==> src/sfi_pkg.sv <==
// Contract
// - reg 0x0c bit 0 reads 1 while the device self-trim runs.
// - reg 0x0c bit 2 reads 1 while the crystal reference signal is absent.
// - reg 0x0c bit 3 reads 1 while not locked to the crystal reference.
// - reg 0x0c bit 5 reads 1 once a serial bus timeout occurred.
// - reg 0x0f bit 5 reads 1 while the pll trim sequence runs.
// - each indicator has a sticky flag, set on fault, held until cleared.
// - sticky flags at 0x11 bits 0,2,3,5 and pll trim at 0x14 bit 5.
// - writing 0 clears a sticky flag only once its indicator is gone.
// - unmasked sticky flags drive the interrupt pin; each flag is maskable.
// - pin releases only after software clears every unmasked causing flag.
// - reg 0x18 bits 3:0 mask input signal-absent flags, 1 ignores.
// - reg 0x18 bits 7:4 mask input frequency-offset flags, 1 ignores.
// - reg 0x19 bit 1 masks pll unlock, bit 5 masks free mode.
// - reg 0x1a bit 5 masks the pll trim flag.
// - reg 0x17 bits 0,1,2,3,5 mask trim, crystal, absent, unlocked, timeout.
// - every mask bit resets to 0, all sources allowed.
// - pll unlock live at 0x0e bit 1, sticky at 0x13 bit 1.
package sfi_pkg;

    localparam int IDX_W = 6;

    // register indices; byte address is four times the index
    localparam logic [IDX_W-1:0] IDX_DEV_LIVE      = 6'h0c;
    localparam logic [IDX_W-1:0] IDX_PLL_UNLK_LIVE = 6'h0e;
    localparam logic [IDX_W-1:0] IDX_PLL_TRIM_LIVE = 6'h0f;
    localparam logic [IDX_W-1:0] IDX_DEV_STICKY    = 6'h11;
    localparam logic [IDX_W-1:0] IDX_PLL_UNLK_STK  = 6'h13;
    localparam logic [IDX_W-1:0] IDX_PLL_TRIM_STK  = 6'h14;
    localparam logic [IDX_W-1:0] IDX_DEV_MASK      = 6'h17;
    localparam logic [IDX_W-1:0] IDX_INPUT_MASK    = 6'h18;
    localparam logic [IDX_W-1:0] IDX_PLL_MASK      = 6'h19;
    localparam logic [IDX_W-1:0] IDX_PLL_TRIM_MASK = 6'h1a;
    localparam logic [IDX_W-1:0] IDX_AUX_STICKY    = 6'h20;
    localparam logic [IDX_W-1:0] IDX_INPUT_STICKY  = 6'h21;
    localparam logic [IDX_W-1:0] IDX_AUX_LIVE      = 6'h22;
    localparam logic [IDX_W-1:0] IDX_INPUT_LIVE    = 6'h23;

    // field positions
    localparam int BIT_DEV_TRIM     = 0;
    localparam int BIT_CRYS_MASK    = 1;
    localparam int BIT_REF_ABSENT   = 2;
    localparam int BIT_REF_UNLOCKED = 3;
    localparam int BIT_BUS_TIMEOUT  = 5;
    localparam int BIT_PLL_UNLOCK   = 1;
    localparam int BIT_PLL_TRIM     = 5;
    localparam int BIT_FREE_MASK    = 5;
    localparam int BIT_AUX_CRYSTAL  = 0;
    localparam int BIT_AUX_FREE     = 1;
    localparam int INPUT_ABSENT_LO  = 0;
    localparam int INPUT_OFFSET_LO  = 4;

    // implemented bits per register
    localparam logic [7:0] IMPL_DEV     = 8'h2d;
    localparam logic [7:0] IMPL_PLL_UNL = 8'h02;
    localparam logic [7:0] IMPL_PLL_TRM = 8'h20;
    localparam logic [7:0] IMPL_AUX     = 8'h03;
    localparam logic [7:0] IMPL_INPUT   = 8'hff;
    localparam logic [7:0] IMPL_DEV_MSK = 8'h2f;
    localparam logic [7:0] IMPL_PLL_MSK = 8'h22;

    localparam logic [7:0] MASK_RST   = 8'h00;
    localparam logic [7:0] STICKY_RST = 8'h00;

    localparam logic [1:0] RESP_OKAY   = 2'h0;
    localparam logic [1:0] RESP_SLVERR = 2'h2;

    typedef struct packed {
        logic       device_trim_active;
        logic       ref_signal_absent;
        logic       ref_unlocked;
        logic       bus_timeout;
        logic       pll_trim_active;
        logic       pll_unlock;
        logic       crystal_signal_absent;
        logic       free_mode;
        logic [3:0] input_signal_absent;
        logic [3:0] input_freq_offset;
    } sfi_live_t;

    typedef enum logic [1:0] {
        WR_IDLE = 2'b01,
        WR_RESP = 2'b10
    } sfi_wr_state_t;

    typedef enum logic [1:0] {
        RD_IDLE = 2'b01,
        RD_DATA = 2'b10
    } sfi_rd_state_t;

endpackage

==> src/sfi_irq_aggregator.sv <==
// Our own choice: the AXI4-Lite slave port.
`timescale 1ns/1ps
module sfi_irq_aggregator #(
    parameter int ADDR_W = 8
) (
    input  wire logic              aclk,
    input  wire logic              aresetn,
    input  wire sfi_pkg::sfi_live_t live,
    output logic                   irq_out_n,
    input  wire logic [ADDR_W-1:0] s_axi_awaddr,
    input  wire logic              s_axi_awvalid,
    output logic                   s_axi_awready,
    input  wire logic [31:0]       s_axi_wdata,
    input  wire logic [3:0]        s_axi_wstrb,
    input  wire logic              s_axi_wvalid,
    output logic                   s_axi_wready,
    output logic [1:0]             s_axi_bresp,
    output logic                   s_axi_bvalid,
    input  wire logic              s_axi_bready,
    input  wire logic [ADDR_W-1:0] s_axi_araddr,
    input  wire logic              s_axi_arvalid,
    output logic                   s_axi_arready,
    output logic [31:0]            s_axi_rdata,
    output logic [1:0]             s_axi_rresp,
    output logic                   s_axi_rvalid,
    input  wire logic              s_axi_rready
);
    localparam int IW = sfi_pkg::IDX_W;

    // live indicator bytes, laid out at their register positions
    logic [7:0] dev_live;
    logic [7:0] pll_unl_live;
    logic [7:0] pll_trm_live;
    logic [7:0] aux_live;
    logic [7:0] input_live;

    always_comb begin
        dev_live = 8'h00;
        dev_live[sfi_pkg::BIT_DEV_TRIM]     = live.device_trim_active;
        dev_live[sfi_pkg::BIT_REF_ABSENT]   = live.ref_signal_absent;
        dev_live[sfi_pkg::BIT_REF_UNLOCKED] = live.ref_unlocked;
        dev_live[sfi_pkg::BIT_BUS_TIMEOUT]  = live.bus_timeout;
        pll_unl_live = 8'h00;
        pll_unl_live[sfi_pkg::BIT_PLL_UNLOCK] = live.pll_unlock;
        pll_trm_live = 8'h00;
        pll_trm_live[sfi_pkg::BIT_PLL_TRIM] = live.pll_trim_active;
        aux_live = 8'h00;
        aux_live[sfi_pkg::BIT_AUX_CRYSTAL] = live.crystal_signal_absent;
        aux_live[sfi_pkg::BIT_AUX_FREE]    = live.free_mode;
        input_live = {live.input_freq_offset, live.input_signal_absent};
    end

    // write channel state
    sfi_pkg::sfi_wr_state_t wr_state;
    sfi_pkg::sfi_wr_state_t next_wr_state;
    logic                   aw_held;
    logic                   next_aw_held;
    logic                   w_held;
    logic                   next_w_held;
    logic [IW-1:0]          aw_idx;
    logic [IW-1:0]          next_aw_idx;
    logic [7:0]             w_byte;
    logic [7:0]             next_w_byte;
    logic                   w_lane0;
    logic                   next_w_lane0;
    logic [1:0]             bresp;
    logic [1:0]             next_bresp;
    logic                   wr_fire;
    logic                   wr_hit;

    // read channel state
    sfi_pkg::sfi_rd_state_t rd_state;
    sfi_pkg::sfi_rd_state_t next_rd_state;
    logic [31:0]            rdata;
    logic [31:0]            next_rdata;
    logic [1:0]             rresp;
    logic [1:0]             next_rresp;

    // mask registers
    logic [7:0] dev_mask;
    logic [7:0] next_dev_mask;
    logic [7:0] input_mask;
    logic [7:0] next_input_mask;
    logic [7:0] pll_mask;
    logic [7:0] next_pll_mask;
    logic [7:0] pll_trim_mask;
    logic [7:0] next_pll_trim_mask;

    // sticky flags and their clear strobes
    logic [7:0] dev_stk;
    logic [7:0] pll_unl_stk;
    logic [7:0] pll_trm_stk;
    logic [7:0] aux_stk;
    logic [7:0] input_stk;
    logic [7:0] clr_dev;
    logic [7:0] clr_pll_unl;
    logic [7:0] clr_pll_trm;
    logic [7:0] clr_aux;
    logic [7:0] clr_input;

    logic       irq_any;
    logic       next_irq_out_n;

    function automatic logic is_mapped(input logic [IW-1:0] idx);
        case (idx)
            sfi_pkg::IDX_DEV_LIVE,
            sfi_pkg::IDX_PLL_UNLK_LIVE,
            sfi_pkg::IDX_PLL_TRIM_LIVE,
            sfi_pkg::IDX_DEV_STICKY,
            sfi_pkg::IDX_PLL_UNLK_STK,
            sfi_pkg::IDX_PLL_TRIM_STK,
            sfi_pkg::IDX_DEV_MASK,
            sfi_pkg::IDX_INPUT_MASK,
            sfi_pkg::IDX_PLL_MASK,
            sfi_pkg::IDX_PLL_TRIM_MASK,
            sfi_pkg::IDX_AUX_STICKY,
            sfi_pkg::IDX_INPUT_STICKY,
            sfi_pkg::IDX_AUX_LIVE,
            sfi_pkg::IDX_INPUT_LIVE: is_mapped = 1'b1;
            default:                 is_mapped = 1'b0;
        endcase
    endfunction

    // write path: address and data are caught in either order
    assign s_axi_awready = (wr_state == sfi_pkg::WR_IDLE) && !aw_held;
    assign s_axi_wready  = (wr_state == sfi_pkg::WR_IDLE) && !w_held;
    assign s_axi_bvalid  = (wr_state == sfi_pkg::WR_RESP);
    assign s_axi_bresp   = bresp;
    assign wr_fire = (wr_state == sfi_pkg::WR_IDLE) && aw_held && w_held;
    // only byte lane 0 carries register bits
    assign wr_hit  = wr_fire && w_lane0;

    always_comb begin
        next_wr_state = wr_state;
        next_aw_held  = aw_held;
        next_w_held   = w_held;
        next_aw_idx   = aw_idx;
        next_w_byte   = w_byte;
        next_w_lane0  = w_lane0;
        next_bresp    = bresp;
        case (wr_state)
            sfi_pkg::WR_IDLE: begin
                if (s_axi_awvalid && s_axi_awready) begin
                    next_aw_held = 1'b1;
                    next_aw_idx  = s_axi_awaddr[IW+1:2];
                end
                if (s_axi_wvalid && s_axi_wready) begin
                    next_w_held  = 1'b1;
                    next_w_byte  = s_axi_wdata[7:0];
                    next_w_lane0 = s_axi_wstrb[0];
                end
                if (wr_fire) begin
                    next_wr_state = sfi_pkg::WR_RESP;
                    next_bresp    = is_mapped(aw_idx) ?
                                    sfi_pkg::RESP_OKAY : sfi_pkg::RESP_SLVERR;
                end
            end
            sfi_pkg::WR_RESP: begin
                if (s_axi_bready) begin
                    next_wr_state = sfi_pkg::WR_IDLE;
                    next_aw_held  = 1'b0;
                    next_w_held   = 1'b0;
                end
            end
            default: begin
                next_wr_state = sfi_pkg::WR_IDLE;
                next_aw_held  = 1'b0;
                next_w_held   = 1'b0;
            end
        endcase
    end

    always_ff @(posedge aclk) begin
        if (!aresetn) begin
            wr_state <= sfi_pkg::WR_IDLE;
            aw_held  <= 1'b0;
            w_held   <= 1'b0;
            aw_idx   <= '0;
            w_byte   <= 8'h00;
            w_lane0  <= 1'b0;
            bresp    <= sfi_pkg::RESP_OKAY;
        end else begin
            wr_state <= next_wr_state;
            aw_held  <= next_aw_held;
            w_held   <= next_w_held;
            aw_idx   <= next_aw_idx;
            w_byte   <= next_w_byte;
            w_lane0  <= next_w_lane0;
            bresp    <= next_bresp;
        end
    end

    // mask registers; unimplemented bits stay zero
    always_comb begin
        next_dev_mask      = dev_mask;
        next_input_mask    = input_mask;
        next_pll_mask      = pll_mask;
        next_pll_trim_mask = pll_trim_mask;
        if (wr_hit) begin
            case (aw_idx)
                sfi_pkg::IDX_DEV_MASK:
                    next_dev_mask = w_byte & sfi_pkg::IMPL_DEV_MSK;
                sfi_pkg::IDX_INPUT_MASK:
                    next_input_mask = w_byte & sfi_pkg::IMPL_INPUT;
                sfi_pkg::IDX_PLL_MASK:
                    next_pll_mask = w_byte & sfi_pkg::IMPL_PLL_MSK;
                sfi_pkg::IDX_PLL_TRIM_MASK:
                    next_pll_trim_mask = w_byte & sfi_pkg::IMPL_PLL_TRM;
                default: begin
                end
            endcase
        end
    end

    always_ff @(posedge aclk) begin
        if (!aresetn) begin
            dev_mask      <= sfi_pkg::MASK_RST;
            input_mask    <= sfi_pkg::MASK_RST;
            pll_mask      <= sfi_pkg::MASK_RST;
            pll_trim_mask <= sfi_pkg::MASK_RST;
        end else begin
            dev_mask      <= next_dev_mask;
            input_mask    <= next_input_mask;
            pll_mask      <= next_pll_mask;
            pll_trim_mask <= next_pll_trim_mask;
        end
    end

    // a zero written to a flag bit requests its clear
    always_comb begin
        clr_dev     = 8'h00;
        clr_pll_unl = 8'h00;
        clr_pll_trm = 8'h00;
        clr_aux     = 8'h00;
        clr_input   = 8'h00;
        if (wr_hit) begin
            case (aw_idx)
                sfi_pkg::IDX_DEV_STICKY:   clr_dev     = ~w_byte;
                sfi_pkg::IDX_PLL_UNLK_STK: clr_pll_unl = ~w_byte;
                sfi_pkg::IDX_PLL_TRIM_STK: clr_pll_trm = ~w_byte;
                sfi_pkg::IDX_AUX_STICKY:   clr_aux     = ~w_byte;
                sfi_pkg::IDX_INPUT_STICKY: clr_input   = ~w_byte;
                default: begin
                end
            endcase
        end
    end

    sfi_sticky #(.IMPL(sfi_pkg::IMPL_DEV)) u_dev_stk (
        .aclk    (aclk),
        .aresetn (aresetn),
        .live    (dev_live),
        .clr     (clr_dev),
        .flag    (dev_stk)
    );

    sfi_sticky #(.IMPL(sfi_pkg::IMPL_PLL_UNL)) u_pll_unl_stk (
        .aclk    (aclk),
        .aresetn (aresetn),
        .live    (pll_unl_live),
        .clr     (clr_pll_unl),
        .flag    (pll_unl_stk)
    );

    sfi_sticky #(.IMPL(sfi_pkg::IMPL_PLL_TRM)) u_pll_trm_stk (
        .aclk    (aclk),
        .aresetn (aresetn),
        .live    (pll_trm_live),
        .clr     (clr_pll_trm),
        .flag    (pll_trm_stk)
    );

    sfi_sticky #(.IMPL(sfi_pkg::IMPL_AUX)) u_aux_stk (
        .aclk    (aclk),
        .aresetn (aresetn),
        .live    (aux_live),
        .clr     (clr_aux),
        .flag    (aux_stk)
    );

    sfi_sticky #(.IMPL(sfi_pkg::IMPL_INPUT)) u_input_stk (
        .aclk    (aclk),
        .aresetn (aresetn),
        .live    (input_live),
        .clr     (clr_input),
        .flag    (input_stk)
    );

    // interrupt: registered, so the pin lags the flags by one edge
    always_comb begin
        irq_any = 1'b0;
        irq_any = irq_any
                | |(dev_stk & ~dev_mask & sfi_pkg::IMPL_DEV)
                | (aux_stk[sfi_pkg::BIT_AUX_CRYSTAL]
                   & ~dev_mask[sfi_pkg::BIT_CRYS_MASK])
                | |(input_stk & ~input_mask)
                | (pll_unl_stk[sfi_pkg::BIT_PLL_UNLOCK]
                   & ~pll_mask[sfi_pkg::BIT_PLL_UNLOCK])
                | (aux_stk[sfi_pkg::BIT_AUX_FREE]
                   & ~pll_mask[sfi_pkg::BIT_FREE_MASK])
                | (pll_trm_stk[sfi_pkg::BIT_PLL_TRIM]
                   & ~pll_trim_mask[sfi_pkg::BIT_PLL_TRIM]);
        // stays low until every unmasked flag is cleared
        next_irq_out_n = ~irq_any;
    end

    always_ff @(posedge aclk) begin
        if (!aresetn) begin
            irq_out_n <= 1'b1;
        end else begin
            irq_out_n <= next_irq_out_n;
        end
    end

    // read path; live bytes are sampled at the read, flags as stored
    function automatic logic [7:0] read_byte(input logic [IW-1:0] idx);
        case (idx)
            sfi_pkg::IDX_DEV_LIVE:      read_byte = dev_live;
            sfi_pkg::IDX_PLL_UNLK_LIVE: read_byte = pll_unl_live;
            sfi_pkg::IDX_PLL_TRIM_LIVE: read_byte = pll_trm_live;
            sfi_pkg::IDX_DEV_STICKY:    read_byte = dev_stk;
            sfi_pkg::IDX_PLL_UNLK_STK:  read_byte = pll_unl_stk;
            sfi_pkg::IDX_PLL_TRIM_STK:  read_byte = pll_trm_stk;
            sfi_pkg::IDX_DEV_MASK:      read_byte = dev_mask;
            sfi_pkg::IDX_INPUT_MASK:    read_byte = input_mask;
            sfi_pkg::IDX_PLL_MASK:      read_byte = pll_mask;
            sfi_pkg::IDX_PLL_TRIM_MASK: read_byte = pll_trim_mask;
            sfi_pkg::IDX_AUX_STICKY:    read_byte = aux_stk;
            sfi_pkg::IDX_INPUT_STICKY:  read_byte = input_stk;
            sfi_pkg::IDX_AUX_LIVE:      read_byte = aux_live;
            sfi_pkg::IDX_INPUT_LIVE:    read_byte = input_live;
            default:                    read_byte = 8'h00;
        endcase
    endfunction

    assign s_axi_arready = (rd_state == sfi_pkg::RD_IDLE);
    assign s_axi_rvalid  = (rd_state == sfi_pkg::RD_DATA);
    assign s_axi_rdata   = rdata;
    assign s_axi_rresp   = rresp;

    always_comb begin
        next_rd_state = rd_state;
        next_rdata    = rdata;
        next_rresp    = rresp;
        case (rd_state)
            sfi_pkg::RD_IDLE: begin
                if (s_axi_arvalid) begin
                    next_rd_state = sfi_pkg::RD_DATA;
                    next_rdata    = {24'h000000,
                                     read_byte(s_axi_araddr[IW+1:2])};
                    next_rresp    = is_mapped(s_axi_araddr[IW+1:2]) ?
                                    sfi_pkg::RESP_OKAY : sfi_pkg::RESP_SLVERR;
                end
            end
            sfi_pkg::RD_DATA: begin
                if (s_axi_rready) begin
                    next_rd_state = sfi_pkg::RD_IDLE;
                end
            end
            default: begin
                next_rd_state = sfi_pkg::RD_IDLE;
            end
        endcase
    end

    always_ff @(posedge aclk) begin
        if (!aresetn) begin
            rd_state <= sfi_pkg::RD_IDLE;
            rdata    <= 32'h00000000;
            rresp    <= sfi_pkg::RESP_OKAY;
        end else begin
            rd_state <= next_rd_state;
            rdata    <= next_rdata;
            rresp    <= next_rresp;
        end
    end
endmodule

==> src/sfi_sticky.sv <==
`timescale 1ns/1ps
module sfi_sticky #(
    parameter logic [7:0] IMPL = 8'hff
) (
    input  wire logic       aclk,
    input  wire logic       aresetn,
    input  wire logic [7:0] live,
    input  wire logic [7:0] clr,
    output logic      [7:0] flag
);
    logic [7:0] next_flag;

    // a live fault always wins, so a clear racing a new fault loses
    always_comb begin
        next_flag = ((flag & ~(clr & ~live)) | live) & IMPL;
    end

    always_ff @(posedge aclk) begin
        if (!aresetn) begin
            flag <= sfi_pkg::STICKY_RST;
        end else begin
            flag <= next_flag;
        end
    end
endmodule
==> config.mk <==
export PLATFORM = sky130hd
export DESIGN_NAME = sfi_irq_aggregator
export DESIGN_NICKNAME = d
export VERILOG_FILES = /design/src/sfi_pkg.sv /design/src/sfi_irq_aggregator.sv /design/src/sfi_sticky.sv
export SDC_FILE = /design/constraint.sdc
export NUM_CORES = 1
export LEC_CHECK = 0
export ABC_AREA = 1
export BUFFER_PORTS_ARGS = -buffer_cell sky130_fd_sc_hd__buf_2
export CAP_MARGIN = 30
export CORE_AREA = 3 3 87 89
export CTS_BUF_LIST = sky130_fd_sc_hd__clkbuf_16
export DETAILED_ROUTE_END_ITERATION = 12
export DIE_AREA = 0 0 90 92
export HOLD_SLACK_MARGIN = 0.06
export PLACE_DENSITY = 0.89
export SYNTH_ARGS = -nofsm -noshare
export SYNTH_HDL_FRONTEND = slang
export SYNTH_SLANG_ARGS = --single-unit
==> constraint.sdc <==
create_clock -name aclk -period 2.1 [get_ports aclk]
set_clock_uncertainty 0.05 [all_clocks]
set_input_delay 0.42 -clock aclk [delete_from_list [all_inputs] [get_ports aclk]]
set_output_delay 0.42 -clock aclk [all_outputs]
set_load 0.02 [all_outputs]
==> results of run 1 <==
-- flip-flops by register name, summed over array words and instances, names as in the netlist, 4 cells and up, named ones only --
signal and flops:
input_mask 8, dev_mask 5, w_byte 8, s_axi_rdata 8
aw_idx 6, u_input_stk.flag 8, u_dev_stk.flag 4
-- through the flow --
| stage | hold WS [ns] | utilization | total power, mW |
|---|---|---|---|
| after floorplan | 0.3327 | - | 1.704 |
| after global placement | 0.3423 | 0.5491 | 1.789 |
| after detailed placement | 0.3428 | 0.5491 | 1.805 |
| after CTS | 0.2773 | 0.5984 | 3.489 |
| after global routing | 0.2846 | 0.5984 | 3.614 |
| final | 0.2823 | 0.5984 | 3.482 |
-- kinds of logic (layout without fill, tap and decap cells) --
kind of cell | Yosys count | count (layout) | share of synthesized area
buf+inv | 117 | 162 | 0.1591
other cells | 1 | 26 | 0.001091
simple gates | 192 | 192 | 0.2531
fa+ha+maj | 7 | 7 | 0.02549
compound gates | 116 | 116 | 0.1825
flops | 65 | 65 | 0.3787
-- synthesized netlist by cell type, types with 4 or more instances --
master / instances / share of area
nand2_1: 90 / 0.098
inv_1: 76 / 0.083
dfxtp_1: 65 / 0.38
o21ai_0: 51 / 0.074
nor2_1: 50 / 0.055
a21oi_1: 49 / 0.071
buf_4: 28 / 0.061
nand3_1: 20 / 0.029
nand4_1: 15 / 0.027
clkbuf_1: 7 / 0.0076
ha_1: 7 / 0.025
a211oi_1: 5 / 0.011
a221oi_1: 4 / 0.010
nor3_1: 4 / 0.0058
-- layer usage --
layer	up-vias	global-route usage	part of all wire
met1	1491	0.2575	0.40
li1	1706	-	-
met3	32	0.06563	0.095
met2	177	0.3727	0.47
met5	-	0	0
met4	0	0.08673	0.029
-- final timing paths --
path / start / endpoint / slack (ns) / cells past startpoint
worst min register to register: flip-flop / s_axi_bresp[1] / 0.35 / 1
worst max register to register: wr_state[1] / flip-flop / 0.29 / 12
worst max-delay path: wr_state[1] / flip-flop / 0.29 / 12
worst min-delay path: live[11] / u_pll_trm_stk.flag[5] / 0.28 / 3
-- power by group --
| group | switching, mW | internal [mW] | leakage [nW] |
|---|---|---|---|
| combinational | 0.301 | 0.133 | 1.27 |
| sequential | 0.0479 | 1.31 | 0.535 |
| clock | 0.544 | 1.15 | 0.172 |
| total | 0.893 | 2.59 | 1.97 |
-- cell type report --
cell class,count,share of cell area
clock inverter,7,0.02724
timing repair buffer,66,0.08509
clock buffer,9,0.05510
inverter,80,0.07346
multi-input combinational,341,0.4114
tap,96,0.02938
sequential,65,0.3183
-- worst max-delay path: cells and delay by family (launching register included) --
kind                     cells  cell delay, ns
adder cells (fa/ha/maj)      1            0.19
AND/OR/NAND/NOR              6            0.72
flip-flops                   1            0.33
AO/OA/AOI/OAI                2            0.26
buffers and inverters        3            0.22
==> results.txt, run 1 <==
Tmin final - 1.812 ns
Tcrit/Tclk final - 0.8631
Area after DPL - 0.003751 mm^2
Site Rows - 30
Synth Register Bits - 65
startpoint types - flip-flop
largest net degree at the start of global routing - 34
commonest cells after routing, fill and taps aside - nand2_1 (90), inv_1 (78), dfxtp_1 (65), buf_2 (59), o21ai_0 (51)
H-tree levels - 3
clock sinks - 65
Filler Cells Inserted - 642
core box area - 0.006832 mm^2
fin nets - 645
# setup viols final - 0
post-synthesis cell area - 0.003436 mm^2
Setup TNS - 0 ns
Fin. Hold Viols - 0
Inserted Clock Buffers - 9
Max Cap Violations - 0
vias in the first global route - 3235
gpl congestion - 0.9308
GR Overflow Total - 0
most common cell after layout, fill and taps aside - nand2_1
Worst Path Arrival - 2.04 ns
pwr dens - 851.8 mW/mm^2
Antenna Nets Post-Route - 0
number of antenna violations at the first check in global routing - 0
first-pass GRT wire length - 14610 um
Worst Path Required - 2.33 ns
Async SR Flop Fraction - 0
Initial Util - 0.5029
P&R area growth vs syn - 18.97%
CP Capture Type - flip-flop
Layout Cells excl Fill - 664
Reg area - 0.001301 mm^2
I/O Buffers - 59
PostCTS Resize Cnt - 0
sequential cell area fraction in the yosys report - 0.3787
design area - 0.004088 mm^2
# hold bufs at CTS - 0
post-synthesis instance total - 498
Slowest cell on crit path - dfxtp_1
Clk Tree Root Cell - clkbuf_16
VDD IR-drop max - 0.0005211 V
die area - 0.008280 mm^2
# DRC - 0
n_diodes - 0
Via density - 5.130
DPL Wire Length - 6492 um
max-slew violation count - 0
DP Worst Slack - 0.2007 ns
WL per Instance - 13.58 um
CTS max path bufs - 2
DR vias - 3406
I/O Pins - 117
routed wire length - 9016 um
Hold WC Path Type - in -> reg
Synth Flop Type - dfxtp_1
Static Leak - 1.972 nW
RSZ-0062 raised after global routing - no
multi-input logic area - 0.001682 mm^2
chip width - 90 um
layout cells sized above 1 - 0.1620
fmax - 551.7 MHz
CP cell instances - inv_1 -> nand2_1 -> nor2_1 -> a21oi_1 -> nor3_1 -> inv_1 -> ha_1 -> inv_1 -> nand4_1 -> a21oi_1 -> nand2_1 -> nand2_1
Die H - 92 um
synth warn - 0
Crit path largest cell delay - 0.33 ns
gr usage total - 0.2186
Setup Buffers After CTS - 0
latest clock arrival within the worst-skew pair - 0.33 ns
CTS tree - built
Max Fanout on Critical Path - 3
clock slew at reported path FFs - 0.05 ns
worst setup margin - 0.2875 ns
number of distinct library cells after synthesis - 30
crit path kind - reg -> reg
First DRT Iteration DRCs - 225
DR pass1 iterations - 6
Post-synth EDFFs - 0
placed cells - 648
Avg Synthesized Cell Area - 6.899 um^2
outcome - finished, final reports clean
(Power assumes the default switching activity.)
==> inputs of run 2 (changes only) <==
Settings changed: RECOVER_POWER from default to 50.
==> run 2 against run 1 <==
  * Via count rose by 0.62%
  * Total power fell by 0.15%
  * Utilization fell by 0.55 points
  * Routed wire length rose by 0.29%
  * Non-clock buffer count did not move
==> results.txt, run 2 (same netlist as run 1, synthesis figures left out) <==
outcome - finished, final reports clean
Site Rows - 30
n_diodes - 0
routed wire length - 9042 um
vias in the first global route - 3235
Static Leak - 1.898 nW
Initial Util - 0.5029
First DRT Iteration DRCs - 235
Die H - 92 um
Hold WC Path Type - in -> reg
Clk Tree Root Cell - clkbuf_16
reg2reg start - wr_state[0]
multi-input logic area - 0.001669 mm^2
Crit path largest cell delay - 0.39 ns
CP cell instances - inv_2 -> nor2_4 -> nand3_1 -> nor2_1 -> clkbuf_1 -> nand2_1 -> nor3_1 -> nor2_1 -> nor2_1 -> nor2_1
die area - 0.008280 mm^2
most common cell after layout, fill and taps aside - nand2_1
Inserted Clock Buffers - 9
I/O Buffers - 59
H-tree levels - 3
Max Fanout on Critical Path - 6
Fin. Hold Viols - 0
# hold bufs at CTS - 0
core box area - 0.006832 mm^2
gr usage total - 0.2186
Tcrit/Tclk final - 0.9020
fin nets - 645
VDD IR-drop max - 0.0005225 V
CTS tree - built
crit path kind - reg -> reg
design area - 0.004050 mm^2
# setup viols final - 0
worst hold slack - 0.2811 ns
Tmin final - 1.894 ns
I/O Pins - 117
first-pass GRT wire length - 14610 um
Slowest cell on crit path - dfxtp_1
clock sinks - 65
layout cells sized above 1 - 0.1285
Filler Cells Inserted - 654
GR Overflow Total - 0
gpl congestion - 0.9308
Setup Buffers After CTS - 0
worst setup path start - wr_state[0]
# DRC - 0
WL per Instance - 13.62 um
largest net degree at the start of global routing - 34
Worst Path Required - 2.26 ns
fmax - 527.9 MHz
DPL Wire Length - 6492 um
DR vias - 3427
P&R area growth vs syn - 17.88%
commonest cells after routing, fill and taps aside - nand2_1 (91), inv_1 (79), dfxtp_1 (65), o21ai_0 (51), nor2_1 (50)
Worst Path Arrival - 2.05 ns
number of antenna violations at the first check in global routing - 0
latest clock arrival within the worst-skew pair - 0.33 ns
DR pass1 iterations - 5
worst hold start - live[11]
Area after DPL - 0.003751 mm^2
PostCTS Resize Cnt - 0
Layout Cells excl Fill - 664
Antenna Nets Post-Route - 0
CTS max path bufs - 2
max-slew violation count - 0
chip width - 90 um
Setup TNS - 0 ns
pwr dens - 858.5 mW/mm^2
clock slew at reported path FFs - 0.05 ns
CP Capture Type - flip-flop
Max Cap Violations - 0
startpoint types - flip-flop
placed cells - 648
Via density - 5.161
CP dominant cell by count - nor2_1
Reg area - 0.001301 mm^2
RSZ-0062 raised after global routing - no
-- run 2: report_power, final --
group / switching [mW] / internal, mW / total, mW / leakage (nW)
Combinational: 0.300 / 0.128 / 0.428 / 1.19
Clock: 0.546 / 1.15 / 1.70 / 0.172
Sequential: 0.0467 / 1.31 / 1.35 / 0.535
-- run 2: cell type report --
type	count	share of cell area
Clock buffer	9	0.05561
Clock inverter	7	0.02749
Inverter	80	0.07414
Multi-Input combinational cell	341	0.4121
Sequential cell	65	0.3213
Tap cell	96	0.02966
Timing Repair Buffer	66	0.07970
-- run 2: per-stage QoR --
stage / setup WS (ns) / utilization / power (mW)
finish: 0.2058 / 0.5929 / 3.477
global route: 0.03705 / 0.5929 / 3.606
CTS: 0.2843 / 0.5984 / 3.489
detailed placement: 0.2007 / 0.5491 / 1.805
global placement: 0.2201 / 0.5491 / 1.789
floorplan: 0.2369 / - / 1.704
-- run 2: final timing paths --
| path | end | slack, ns | cells after the start |
|---|---|---|---|
| min reg2reg | s_axi_bresp[1] | 0.35 | 1 |
| min | u_pll_trm_stk.flag[5] | 0.28 | 3 |
| max | u_pll_trm_stk.flag[5] | 0.21 | 10 |
| max reg2reg | u_pll_trm_stk.flag[5] | 0.21 | 10 |
-- run 2: routing by layer --
layer	wire length [um]	track usage
met1	3670	0.2575
met2	4260	0.3727
met4	242	0.08673
met5	0	0
met3	868	0.06563
-- run 2: worst max-delay path: cells and delay by family (launching register included) --
kind	cells	cell delay (ns)
buf+inv	2	0.33
flops	1	0.39
simple gates	8	0.99
==> inputs of run 3 (changes only) <==
Settings changed: CORE_AREA 3 3 87 89 to 3 3 91 93, DIE_AREA 0 0 90 92 to 0 0 94 96, PLACE_DENSITY 0.89 to 0.85.
Clock period 2.1 ns to 1.7 ns, I/O delays scaled along.
==> run 3 against run 2 <==
  * Sequential share of layout area decreased by 1.6 points
  * Final cell count increased by 4.1%
  * Largest power group unchanged
  * Routed wire length increased by 3.2%
==> results.txt, run 3 (same netlist as run 1, synthesis figures left out) <==
outcome - finished, final reports clean
CP Capture Type - flip-flop
Worst Hold End - rd_state[0]
Setup TNS - 0 ns
Die H - 96 um
setup slack, reg-to-reg - 0.07 ns
I/O Pins - 117
Tcrit/Tclk final - 0.9592
largest net degree at the start of global routing - 33
first-pass GRT wire length - 14790 um
DPL Wire Length - 6990 um
core box area - 0.007607 mm^2
Core Util, Final - 0.5627
# setup viols final - 0
startpoint types - flip-flop
# DRC - 0
H-tree levels - 3
sw frac - 0.2623
Worst Path Required - 1.89 ns
layout cells sized above 1 - 0.2156
Max Cap Violations - 0
worst hold slack - 0.2007 ns
met1 GRT Util - 0.2556
routed wire length - 9331 um
Internal - 3.075 mW
Clk Tree Root Cell - clkbuf_16
chip width - 94 um
fmax - 613.3 MHz
P&R area growth vs syn - 24.58%
design area - 0.004280 mm^2
met3 usage - 0.04378
crit path kind - reg -> reg
Worst Path Arrival - 1.82 ns
pwr dens - 974.0 mW/mm^2
RSZ-0062 raised after global routing - yes
DR vias - 3511
clock share of power - 0.454
Most Crowded Layer GR - met2
most common cell after layout, fill and taps aside - nand2_1
Initial Util - 0.4516
Antenna Nets Post-Route - 0
First DRT Iteration DRCs - 207
Via density - 5.081
Static Leak - 2.071 nW
latest clock arrival within the worst-skew pair - 0.33 ns
GR Overflow Total - 0
met2 Usage GRT - 0.3655
worst hold start - s_axi_rready
CTS tree - built
VDD IR-drop max - 0.0007265 V
reg2reg start - wr_state[0]
Max Fanout on Critical Path - 8
clock slew at reported path FFs - 0.05 ns
Switch Pwr - 1.094 mW
Flop pwr share - 0.403
commonest cells after routing, fill and taps aside - nand2_1 (89), inv_1 (74), dfxtp_1 (62), buf_2 (58), o21ai_0 (50)
Hold WC Path Type - in -> reg
Site Rows - 32
gr usage total - 0.2118
I/O Buffers - 59
clock sinks - 65
Area after DPL - 0.003895 mm^2
vias in the first global route - 3236
Filler Cells Inserted - 738
die area - 0.009024 mm^2
gpl congestion - 0.9512
Tmin final - 1.631 ns
Gate power share - 0.143
Hold Crit Depth - 3
n_diodes - 0
number of antenna violations at the first check in global routing - 0
WL per Instance - 13.50 um
Reg2Reg Capture Point - dev_mask[0]
R2R depth - 10
max-slew violation count - 0
Fin. Hold Viols - 0
Inserted Clock Buffers - 9
CTS max path bufs - 2
fin nets - 667
DR pass1 iterations - 5
==> run 3: cell count changes in the layout (fill, tap and decap cells not counted), moves of 2 or more <==
cell and change:
buf_2 +13, inv_1 -5, buf_4 +23, inv_2 +3
buf_6 +2, dfxtp_1 -3, nand3_1 -3, nand3_2 +3
dfxtp_2 +2, nand2_1 -2, nor2_1 -2, inv_4 +2
clkbuf_1 -16
==> run 3: cell type report <==
type | count | area [um^2] | share of cell area
multi-input combinational | 341 | 1715 | 0.4008
timing repair buffer | 88 | 523.0 | 0.1222
sequential | 65 | 1308 | 0.3055
clock buffer | 9 | 225.2 | 0.05262
tap | 102 | 127.6 | 0.02982
clock inverter | 6 | 76.32 | 0.01783
inverter | 80 | 305.3 | 0.07132
==> run 3: layer usage <==
layer  vias up  part of all wire
li1       1742                 -
met2       142              0.50
met1      1612              0.41
met5         -                 0
met3        15             0.078
met4         0             0.016
==> run 3: through the flow <==
step / worst slack (ns) / total power, mW / cells
2_1_floorplan: 0.03217 / 2.110 / 523
3_3_place_gp: -0.01343 / 2.247 / 671
3_5_place_dp: -0.07062 / 2.269 / 671
4_1_cts: 0.02359 / 4.173 / 686
5_1_grt: -0.04863 / 4.334 / 691
6_report: 0.06937 / 4.169 / 691
==> run 3: power by group through the flow <==
stage	sequential (mW)	clock, mW	combinational, mW
3_5_place_dp	1.71	0	0.560
3_3_place_gp	1.70	0	0.545
5_1_grt	1.69	1.98	0.662
2_1_floorplan	1.70	0	0.411
4_1_cts	1.68	1.92	0.572
6_report	1.68	1.89	0.594
==> run 3: repair_timing <==
action | 4_1_cts | 5_1_grt
endpoints found under the hold margin | 0 | 0
gates resized for setup | 5 | 15
setup buffers | 0 | 5
setup endpoints to repair | 2 | 26
hold buffers | 0 | 0
pin swaps | 0 | 10
gates cloned | 0 | 0
==> run 3: critical path: stages, from the launching register on <==
cell and delay (ns):
dfxtp_2 0.36, inv_2 0.05, nor2_4 0.11, nand3_2 0.08, buf_4 0.16, inv_4 0.06
nand2_4 0.07, nor3_4 0.20, buf_4 0.19, nor2_1 0.04, a211oi_1 0.16
==> run 3: worst max path at each step <==
| stage | start | endpoint | slack, ns | cells past startpoint |
|---|---|---|---|---|
| after global placement | s_axi_araddr[6] | s_axi_rdata[1] | -0.01 | 11 |
| final | wr_state[0] | dev_mask[0] | 0.07 | 10 |
| after CTS | wr_state[1] | s_axi_wready | 0.02 | 5 |
| after detailed placement | s_axi_araddr[6] | s_axi_rdata[1] | -0.07 | 11 |
| after floorplan | wr_state[1] | flip-flop | 0.03 | 12 |
| after global routing | wr_state[0] | input_mask[1] | -0.05 | 10 |
